## config.mk

```make
export PLATFORM = sky130hd
export DESIGN_NAME = qdb_quad_dac
export DESIGN_NICKNAME = d
export VERILOG_FILES = /design/src/pkg/qdb_pkg.sv /design/src/hdl/qdb_quad_dac.sv /design/src/hdl/qdb_scale.sv /design/src/hdl/qdb_sync.sv
export SDC_FILE = /design/constraint.sdc
export NUM_CORES = 2
export LEC_CHECK = 0
export ABC_CLOCK_PERIOD_IN_PS = 6300
export BUFFER_PORTS_ARGS = -buffer_cell sky130_fd_sc_hd__buf_2
export CORE_ASPECT_RATIO = 1.2
export CORE_UTILIZATION = 60
export CTS_BUF_LIST = sky130_fd_sc_hd__clkbuf_4
export DETAILED_ROUTE_END_ITERATION = 12
export GPL_ROUTABILITY_DRIVEN = 0
export HOLD_SLACK_MARGIN = 0.08
export PLACE_DENSITY = 0.78
export SYNTH_ARGS = -nofsm -noshare
export SYNTH_HDL_FRONTEND = slang
export SYNTH_SLANG_ARGS = --single-unit
```

## constraint.sdc

```tcl
create_clock -name i_mclk -period 6.3 [get_ports i_mclk]
set_input_delay 0 -clock i_mclk [delete_from_list [all_inputs] [get_ports i_mclk]]
set_output_delay 0 -clock i_mclk [all_outputs]
set_load 0.05 [all_outputs]
```

## src/pkg/qdb_pkg.sv

```systemverilog
package qdb_pkg;

   // Bus and register geometry
   localparam int ADDR_W     = 16;
   localparam int SEL_W      = 3;
   localparam int BYTE_W     = 8;
   localparam int NUM_CH     = 4;
   localparam int CODE_W     = 10;
   localparam int HI_W       = 2;
   localparam int STAT_W     = 4;
   localparam int STAT_LSB   = 2;
   localparam int HI_CODE_LSB = 0;
   localparam int MV_W       = 14;
   localparam int NA_W       = 25;

   // Clock and read reply delay (least time, rounded up)
   localparam int CLK_NS         = 10;
   localparam int READ_DELAY_NS  = 50;
   localparam int READ_DELAY_CYC = (READ_DELAY_NS + CLK_NS - 1) / CLK_NS;
   localparam logic [3:0] READ_CYC = 4'(READ_DELAY_CYC);

   // Converter weighting: volts in mV, currents in nA
   localparam int VOLT_LSB_MV  = 10;
   localparam int CUR0_STEP_NA = 19550;
   localparam int CUR4_STEP_NA = 15640;
   localparam int CUR4_BASE_NA = 4000000;
   localparam int CMP_MARGIN_MV = 30;

   // Comparator pairs: status bit k is channel A[k] against channel B[k]
   localparam logic [3:0][1:0] CMP_A = {2'h3, 2'h3, 2'h2, 2'h1};
   localparam logic [3:0][1:0] CMP_B = {2'h2, 2'h0, 2'h1, 2'h0};

   typedef enum logic [1:0] {PH_IDLE, PH_WRITE, PH_READ_WAIT, PH_READ_DONE} qdb_phase_e;

   // Backplane pins as seen by the module
   typedef struct packed {
      logic                addr_valid;
      logic                write_cycle;
      logic                read_cycle;
      logic [ADDR_W-1:0]   addr;
      logic [BYTE_W-1:0]   data;
   } qdb_bus_s;

   // Controls that the bus control module drives to every I/O module
   typedef struct packed {
      logic ident_select;
      logic output_zero_ctl;
      logic diag_status_enable;
   } qdb_ctl_s;

   typedef struct packed {
      logic                          av_prev;
      logic                          module_selected;
      logic [SEL_W-1:0]              reg_sel;
      qdb_phase_e                    phase;
      logic [3:0]                    cnt;
      logic [NUM_CH-1:0][HI_W-1:0]   hold;
      logic [NUM_CH-1:0][CODE_W-1:0] outreg;
      logic [NUM_CH-1:0][CODE_W-1:0] dac;
      logic [BYTE_W-1:0]             rdata;
      logic                          drive;
      logic                          reply;
      logic [STAT_W-1:0]             cmp;
   } qdb_state_s;

endpackage
```

## src/hdl/qdb_quad_dac.sv

```systemverilog
// Overview of operation
// - Address match on address-valid raises module selected
// - Latch low three address bits for cycle
// - Write strobe raises exactly one byte strobe
// - Write strobe produces the cycle reply
// - High byte fills holding register only
// - Low byte loads ten-bit output register
// - Output register changes only on low write
// - Read drives selected byte onto data lines
// - Reply follows read drive after short delay
// - Ident select returns fixed identification code
// - Zero control forces all converter codes zero
// - Zeroed outputs keep registers, still readable
// - Diagnostic mode inserts status into high byte
// - Voltage weighting ten mV per step
// - Zero-based current 19.55 uA per step
// - Offset current 4 mA plus 15.64 uA steps
// - Status bits compare channel pairs, 30 mV margin
// - Status undefined inside the comparator band
// - Four channels, two byte addresses each
// - Code MSBs in D0-D1 of high byte
// - Status bits at D2-D5, top bits unused
`timescale 1ns/1ns
module qdb_quad_dac #(
   parameter logic [qdb_pkg::BYTE_W-1:0] ID_CODE = 8'h5A // Arbitrary value
) (
   input  wire logic                                            i_mclk,
   input  wire logic                                            i_reset,
   input  wire qdb_pkg::qdb_bus_s                               i_bus,
   input  wire logic [qdb_pkg::ADDR_W-1:qdb_pkg::SEL_W]         i_base_addr,
   input  wire qdb_pkg::qdb_ctl_s                               i_ctl,
   input  wire logic [qdb_pkg::NUM_CH-1:0]                      i_range_offset,
   output logic      [qdb_pkg::BYTE_W-1:0]                      o_data,
   output logic                                                 o_data_oe,
   output logic                                                 o_cycle_reply,
   output logic                                                 o_module_selected,
   output logic      [qdb_pkg::NUM_CH-1:0][qdb_pkg::CODE_W-1:0] o_dac_code,
   output logic      [qdb_pkg::NUM_CH-1:0][qdb_pkg::MV_W-1:0]   o_volt_mv,
   output logic      [qdb_pkg::NUM_CH-1:0][qdb_pkg::NA_W-1:0]   o_current_na,
   output logic      [qdb_pkg::STAT_W-1:0]                      o_cmp_status
);

   localparam int CFG_W = qdb_pkg::ADDR_W - qdb_pkg::SEL_W + qdb_pkg::NUM_CH;

   qdb_pkg::qdb_state_s                                st;
   qdb_pkg::qdb_state_s                                next;
   qdb_pkg::qdb_bus_s                                  bus;
   qdb_pkg::qdb_ctl_s                                  ctl;
   logic [qdb_pkg::ADDR_W-1:qdb_pkg::SEL_W]            base;
   logic [qdb_pkg::NUM_CH-1:0]                         range_offset;
   logic [qdb_pkg::BYTE_W-1:0]                         byte_write_strobes;
   logic [qdb_pkg::BYTE_W-1:0]                         rd_mux;
   logic [qdb_pkg::STAT_W-1:0]                         cmp_above;
   logic [qdb_pkg::STAT_W-1:0]                         cmp_below;
   logic                                               av_rise;
   logic [1:0]                                         rd_ch;

   ////////////////////////////////////////////////////////////////////////////
   // Pin synchronisers

   // Strobes, address and data all pass the same two stages, so data set
   // up before a strobe on the pins is still ahead of it after the flops
   qdb_sync #(.W($bits(qdb_pkg::qdb_bus_s))) u_sync_bus (
      .i_mclk  (i_mclk),
      .i_reset (i_reset),
      .i_d     (i_bus),
      .o_q     (bus)
   );

   qdb_sync #(.W($bits(qdb_pkg::qdb_ctl_s))) u_sync_ctl (
      .i_mclk  (i_mclk),
      .i_reset (i_reset),
      .i_d     (i_ctl),
      .o_q     (ctl)
   );

   // Address switches and range switches are static straps
   qdb_sync #(.W(CFG_W)) u_sync_cfg (
      .i_mclk  (i_mclk),
      .i_reset (i_reset),
      .i_d     ({i_base_addr, i_range_offset}),
      .o_q     ({base, range_offset})
   );

   ////////////////////////////////////////////////////////////////////////////
   // Analog model and comparator network

   generate
      for (genvar ch = 0; ch < qdb_pkg::NUM_CH; ch++)
      begin : g_chan
         qdb_scale u_scale (
            .i_mclk         (i_mclk),
            .i_reset        (i_reset),
            .i_code         (st.dac[ch]),
            .i_range_offset (range_offset[ch]),
            .o_mv           (o_volt_mv[ch]),
            .o_na           (o_current_na[ch])
         );
      end
      for (genvar k = 0; k < qdb_pkg::STAT_W; k++)
      begin : g_cmp
         logic [qdb_pkg::MV_W:0] va;
         logic [qdb_pkg::MV_W:0] vb;
         assign va = {1'b0, o_volt_mv[qdb_pkg::CMP_A[k]]};
         assign vb = {1'b0, o_volt_mv[qdb_pkg::CMP_B[k]]};
         // Strictly above by the margin reads one, at or below by it reads zero
         assign cmp_above[k] = va > vb + (qdb_pkg::MV_W+1)'(qdb_pkg::CMP_MARGIN_MV);
         assign cmp_below[k] = va + (qdb_pkg::MV_W+1)'(qdb_pkg::CMP_MARGIN_MV) <= vb;
      end
   endgenerate

   ////////////////////////////////////////////////////////////////////////////
   // Readback multiplexer

   // Readback comes from the output registers, not the zeroed codes
   always_comb
   begin
      rd_ch = st.reg_sel[qdb_pkg::SEL_W-1:1];
      rd_mux = '0;
      if (ctl.ident_select)
         rd_mux = ID_CODE;
      else if (st.reg_sel[0])
      begin
         rd_mux[qdb_pkg::HI_CODE_LSB +: qdb_pkg::HI_W] =
            st.outreg[rd_ch][qdb_pkg::CODE_W-1 -: qdb_pkg::HI_W];
         if (ctl.diag_status_enable)
            rd_mux[qdb_pkg::STAT_LSB +: qdb_pkg::STAT_W] = st.cmp;
      end
      else
         rd_mux = st.outreg[rd_ch][qdb_pkg::BYTE_W-1:0];
   end

   ////////////////////////////////////////////////////////////////////////////
   // Bus cycle sequencer and data registers

   always_comb
   begin
      next = st;
      byte_write_strobes = '0;
      av_rise = bus.addr_valid & ~st.av_prev;
      next.av_prev = bus.addr_valid;

      // Selection is decided once per cycle, on the address-valid edge
      if (av_rise)
      begin
         next.module_selected = (bus.addr[qdb_pkg::ADDR_W-1:qdb_pkg::SEL_W] == base);
         next.reg_sel = bus.addr[qdb_pkg::SEL_W-1:0];
      end
      else if (!bus.addr_valid)
         next.module_selected = 1'b0;

      unique case (st.phase)
         qdb_pkg::PH_IDLE:
         begin
            if (st.module_selected && bus.write_cycle)
            begin
               byte_write_strobes = qdb_pkg::BYTE_W'(1) << st.reg_sel;
               next.reply = 1'b1;
               next.phase = qdb_pkg::PH_WRITE;
            end
            else if (st.module_selected && bus.read_cycle)
            begin
               next.drive = 1'b1;
               next.rdata = rd_mux;
               next.cnt = qdb_pkg::READ_CYC;
               next.phase = qdb_pkg::PH_READ_WAIT;
            end
         end
         qdb_pkg::PH_WRITE:
         begin
            // One strobe per cycle; a new one needs the strobe or address-valid to drop first
            if (!bus.write_cycle || !bus.addr_valid)
            begin
               next.reply = 1'b0;
               next.phase = qdb_pkg::PH_IDLE;
            end
         end
         qdb_pkg::PH_READ_WAIT:
         begin
            next.rdata = rd_mux;
            if (!bus.read_cycle || !bus.addr_valid)
            begin
               next.drive = 1'b0;
               next.phase = qdb_pkg::PH_IDLE;
            end
            else if (st.cnt == 4'h1)
            begin
               next.reply = 1'b1;
               next.phase = qdb_pkg::PH_READ_DONE;
            end
            else
               next.cnt = st.cnt - 4'h1;
         end
         qdb_pkg::PH_READ_DONE:
         begin
            next.rdata = rd_mux;
            if (!bus.read_cycle || !bus.addr_valid)
            begin
               next.drive = 1'b0;
               next.reply = 1'b0;
               next.phase = qdb_pkg::PH_IDLE;
            end
         end
      endcase

      // Odd address fills the holding bits, even address commits all ten
      for (int ch = 0; ch < qdb_pkg::NUM_CH; ch++)
      begin
         if (byte_write_strobes[2*ch+1])
            next.hold[ch] = bus.data[qdb_pkg::HI_W-1:0];
         if (byte_write_strobes[2*ch])
            next.outreg[ch] = {st.hold[ch], bus.data};
         // Zeroing gates the converter input only; outreg is untouched
         next.dac[ch] = ctl.output_zero_ctl ? '0 : st.outreg[ch];
      end

      // Inside the band the previous value stays; it carries no meaning there
      for (int k = 0; k < qdb_pkg::STAT_W; k++)
      begin
         if (cmp_above[k])
            next.cmp[k] = 1'b1;
         else if (cmp_below[k])
            next.cmp[k] = 1'b0;
      end
   end

   always_ff @(posedge i_mclk)
   begin
      if (i_reset)
      begin
         st <= '0;
         st.phase <= qdb_pkg::PH_IDLE;
      end
      else
         st <= next;
   end

   // Outputs straight from state flops
   assign o_data            = st.rdata;
   assign o_data_oe         = st.drive;
   assign o_cycle_reply     = st.reply;
   assign o_module_selected = st.module_selected;
   assign o_dac_code        = st.dac;
   assign o_cmp_status      = st.cmp;
endmodule

```

## src/hdl/qdb_scale.sv

```systemverilog
`timescale 1ns/1ns
module qdb_scale (
   input  wire logic                          i_mclk,
   input  wire logic                          i_reset,
   input  wire logic [qdb_pkg::CODE_W-1:0]    i_code,
   input  wire logic                          i_range_offset,
   output logic      [qdb_pkg::MV_W-1:0]      o_mv,
   output logic      [qdb_pkg::NA_W-1:0]      o_na
);

   logic [qdb_pkg::MV_W-1:0] next_mv;
   logic [qdb_pkg::NA_W-1:0] next_na;

   // Unsigned binary code, each bit weighted 2^n steps
   always_comb
   begin
      next_mv = qdb_pkg::MV_W'(i_code * qdb_pkg::VOLT_LSB_MV);
      if (i_range_offset)
         next_na = qdb_pkg::NA_W'(qdb_pkg::CUR4_BASE_NA + i_code * qdb_pkg::CUR4_STEP_NA);
      else
         next_na = qdb_pkg::NA_W'(i_code * qdb_pkg::CUR0_STEP_NA);
   end

   // Range selection only reaches the current path, never the code
   always_ff @(posedge i_mclk)
   begin
      if (i_reset)
      begin
         o_mv <= '0;
         o_na <= '0;
      end
      else
      begin
         o_mv <= next_mv;
         o_na <= next_na;
      end
   end

endmodule

```

## src/hdl/qdb_sync.sv

```systemverilog
`timescale 1ns/1ns
module qdb_sync #(
   parameter int W = 1
) (
   input  wire logic         i_mclk,
   input  wire logic         i_reset,
   input  wire logic [W-1:0] i_d,
   output logic      [W-1:0] o_q
);

   logic [W-1:0] stage1;

   // Two flops; only the second stage is read outside
   always_ff @(posedge i_mclk)
   begin
      if (i_reset)
      begin
         stage1 <= '0;
         o_q    <= '0;
      end
      else
      begin
         stage1 <= i_d;
         o_q    <= stage1;
      end
   end

endmodule

```

==> results.json <==
{
  "start_kind": "flop",
  "leakagePower_nw": 22.1,
  "grt-busiest-layer": "met2",
  "fin_setup_tns_ns": 0,
  "worstPathArrival_ns": 6.67,
  "synth_top_cell_area_share_pct": 24.9,
  "fin_area_um2": 39700,
  "fin_skew_ns": 0.0654,
  "hold_class": "reg2reg",
  "cpPeakStageDelay_ns": 0.68,
  "grt_pass1_wl_um": 147000,
  "post_drt_wl_per_cell_um": 18.1,
  "rsz0062_at_grt": "no",
  "ant_nets": 0,
  "yosysMostFrequentCell": "ha_1",
  "criticalPathCategory": "reg2reg",
  "clk_latency_ns": 0.91,
  "ys_seq_area_share_pct": 20.0,
  "maxCapViolCount": 0,
  "ys_types": 90,
  "wirelength_um": 92600,
  "grt_usage_pct": 31.0,
  "endpoint_kind": "flop",
  "fin_ws_ns": 0.448,
  "async_flop_share_pct": 0,
  "slew_viol_final": 0,
  "yosysTopAreaCell": "ha_1",
  "regArea_um2": 7110,
  "max-vdd-ir-drop_mv": 0.149,
  "cts.clk_slew.worst_paths_ns": 0.06,
  "slew_headroom_pct": 28.9,
  "first_iter_violations": 1748,
  "drive_gt1_share_pct": 11.2,
  "die_area_um2": 60100,
  "grt_use_met2_pct": 53.8,
  "dr.pass1.iters": 6,
  "status": "finished, final reports clean",
  "fin_crit_ns": 5.85,
  "io_pins": 260,
  "syn_area_um2": 35500,
  "start_util_pct": 60.8,
  "numPortBuffers": 251,
  "whs_ns": 0.425,
  "dp_hpwl_um": 72500,
  "setup_viol": 0,
  "syn_area_per_cell_um2": 9.16,
  "via_per_inst": 5.58,
  "hold_viol": 0,
  "max_freq_ghz": 0.171,
  "vias": 28478,
  "nets": 5225,
  "cts_buffers": 92,
  "fp.coreArea_um2": 58400,
  "yosys_warnings": 0,
  "die_h_um": 268,
  "powerDensity_nw_per_um2": 114,
  "die_x_um": 224,
  "place_area_um2": 37200,
  "drc": 0,
  "area_growth_pct": 11.9,
  "synth_edf_count": 0,
  "multi_input_area_um2": 25600,
  "grt_util_met3_pct": 5.18,
  "clock_sinks": 355,
  "h-tree-depth": 3,
  "total_power_mw": 4.53,
  "pre_cts_slack_ns": 0.533,
  "crit_buf_inv": 3,
  "grt_pass1_vias": 28594,
  "synth_area_leaders": "ha_1 (25%), dfxtp_1 (20%), fa_1 (13%)",
  "antenna_found_initial": 5,
  "critPathSlowestCell": "fa_1",
  "cts_resized": 0,
  "cts-root-buf": "clkbuf_4",
  "synth_commonest_cells": "ha_1 (706), inv_1 (537), dfxtp_1 (355)",
  "cp_max_fo": 8,
  "met1_usage_pct": 37.1,
  "required_ns": 7.11,
  "syn_inst": 3876,
  "tightest_slew_ns": 1.06,
  "period_share_pct": 92.9,
  "cts_tree": "built",
  "overflow": 0,
  "grt_max_degree": 101,
  "clockBufferDepth": 3,
  "nFillCells": 4641,
  "path_common_cell": "fa_1",
  "ys.flop_type": "dfxtp_1",
  "ys_ff_latch": 355,
  "crit_family": "adder cells",
  "path_cells": "buf_4, fa_1, xor2_1, ha_1, inv_1, fa_1, inv_1, fa_1, fa_1, ha_1, o21ai_0, o32ai_1, a311o_1, o311ai_0, o21ai_0, a21o_1, a21oi_1, xor2_1, o32ai_1",
  "rows": 97
}
-- where the power goes --
| group | internal [mW] | switching [mW] | total [mW] |
|---|---|---|---|
| logic | 0.105 | 0.135 | 0.239 |
| registers | 2.28 | 0.0183 | 2.30 |
| clock network | 0.960 | 1.03 | 1.99 |
| total | 3.34 | 1.19 | 4.53 |
-- layout make-up --
class / instances / share of cell area (%)
inverter: 537 / 5.07
tap: 792 / 2.49
sequential: 355 / 17.9
timing repair buffer: 422 / 7.27
clock buffer: 130 / 2.46
antenna: 5 / 0.0315
clock inverter: 27 / 0.381
multi-input combinational: 2838 / 64.4
-- flip-flops by register name, indices dropped and copies added (netlist names) --
signal / count
u_sync_cfg.o_q: 17
rd_ch: 2
o_dac_code: 40
st: 56
o_cycle_reply: 1
o_data_oe: 1
o_module_selected: 1
u_sync_bus.o_q: 27
o_cmp_status: 4
u_sync_bus.stage1: 27
o_data: 8
g_chan.u_scale.o_na: 96
u_sync_ctl.o_q: 3
u_sync_ctl.stage1: 3
u_sync_cfg.stage1: 17
g_chan.u_scale.o_mv: 52
-- cell usage in the layout, fill, tap and decap left out, types with 25 or more instances in the layout --
cell           Yosys  routed
buf_4             60      35
nand3_1           59      59
ha_1             706     706
a21o_1           111     111
dfxtp_1          355     355
a21oi_1          207     207
xor2_1            87      87
xnor2_1          185     185
mux2i_1           72      72
o21bai_1          25      25
clkbuf_4           0     130
o21ai_0           99      99
and3_1            29      29
and2_1            51      51
nor2_1           284     283
a211oi_1          43      43
nor2b_1          139     139
fa_1             224     224
buf_2              5     250
nand4_1           38      38
o21a_1            27      27
nand2b_1          34      34
nand2_1          113     113
inv_1            537     537
nor3_1            41      40
dlygate4sd3_1      0     136
-- per-stage QoR --
stage	utilization, %	instances
floorplan	-	3883
global placement	63.8	4808
detailed placement	63.8	4808
CTS	68.0	5101
global route	68.1	5105
finish	68.1	5106
-- worst reg2reg max path, stage by stage (launching register included) --
cell,delay [ns]
dfxtp_1,0.37
buf_4,0.20
fa_1,0.68
xor2_1,0.14
ha_1,0.30
inv_1,0.05
fa_1,0.49
inv_1,0.07
fa_1,0.58
fa_1,0.43
ha_1,0.32
o21ai_0,0.15
o32ai_1,0.56
a311o_1,0.30
o311ai_0,0.21
o21ai_0,0.32
a21o_1,0.16
a21oi_1,0.07
xor2_1,0.14
o32ai_1,0.21
-- routing by layer --
metal  wire (um)  vias up
met4        4210        2
met3        5260      243
met2       45100      854
met1       38000    13480
li1            -    13899
met5          10        -
-- repair_timing --
item                                    in CTS  in global routing
setup buffers                                0                  0
endpoints found under the setup margin       0                  0
endpoints found under the hold margin      302                  0
hold buffers                               136                  0
-- final timing paths --
path         cells after the start                    endpoint            startpoint  slack [ns]
max reg2reg                     19  g_chan[2].u_scale.o_na[24]        o_dac_code[27]        0.45
max                             19  g_chan[2].u_scale.o_na[24]        o_dac_code[27]        0.45
min reg2reg                      1           u_sync_bus.o_q[5]  u_sync_bus.stage1[5]        0.42
min                              1           u_sync_bus.o_q[5]  u_sync_bus.stage1[5]        0.42
-- cells by family after synthesis --
kind of cell,share of synthesized area (%)
fa+ha+maj,37.5
xor+xnor,6.71
mux,2.86
buf+inv,7.99
other cells,0.0106
compound gates,12.1
simple gates,12.8
flops,20.0
No activity file was read; power rests on OpenSTA's default activity.
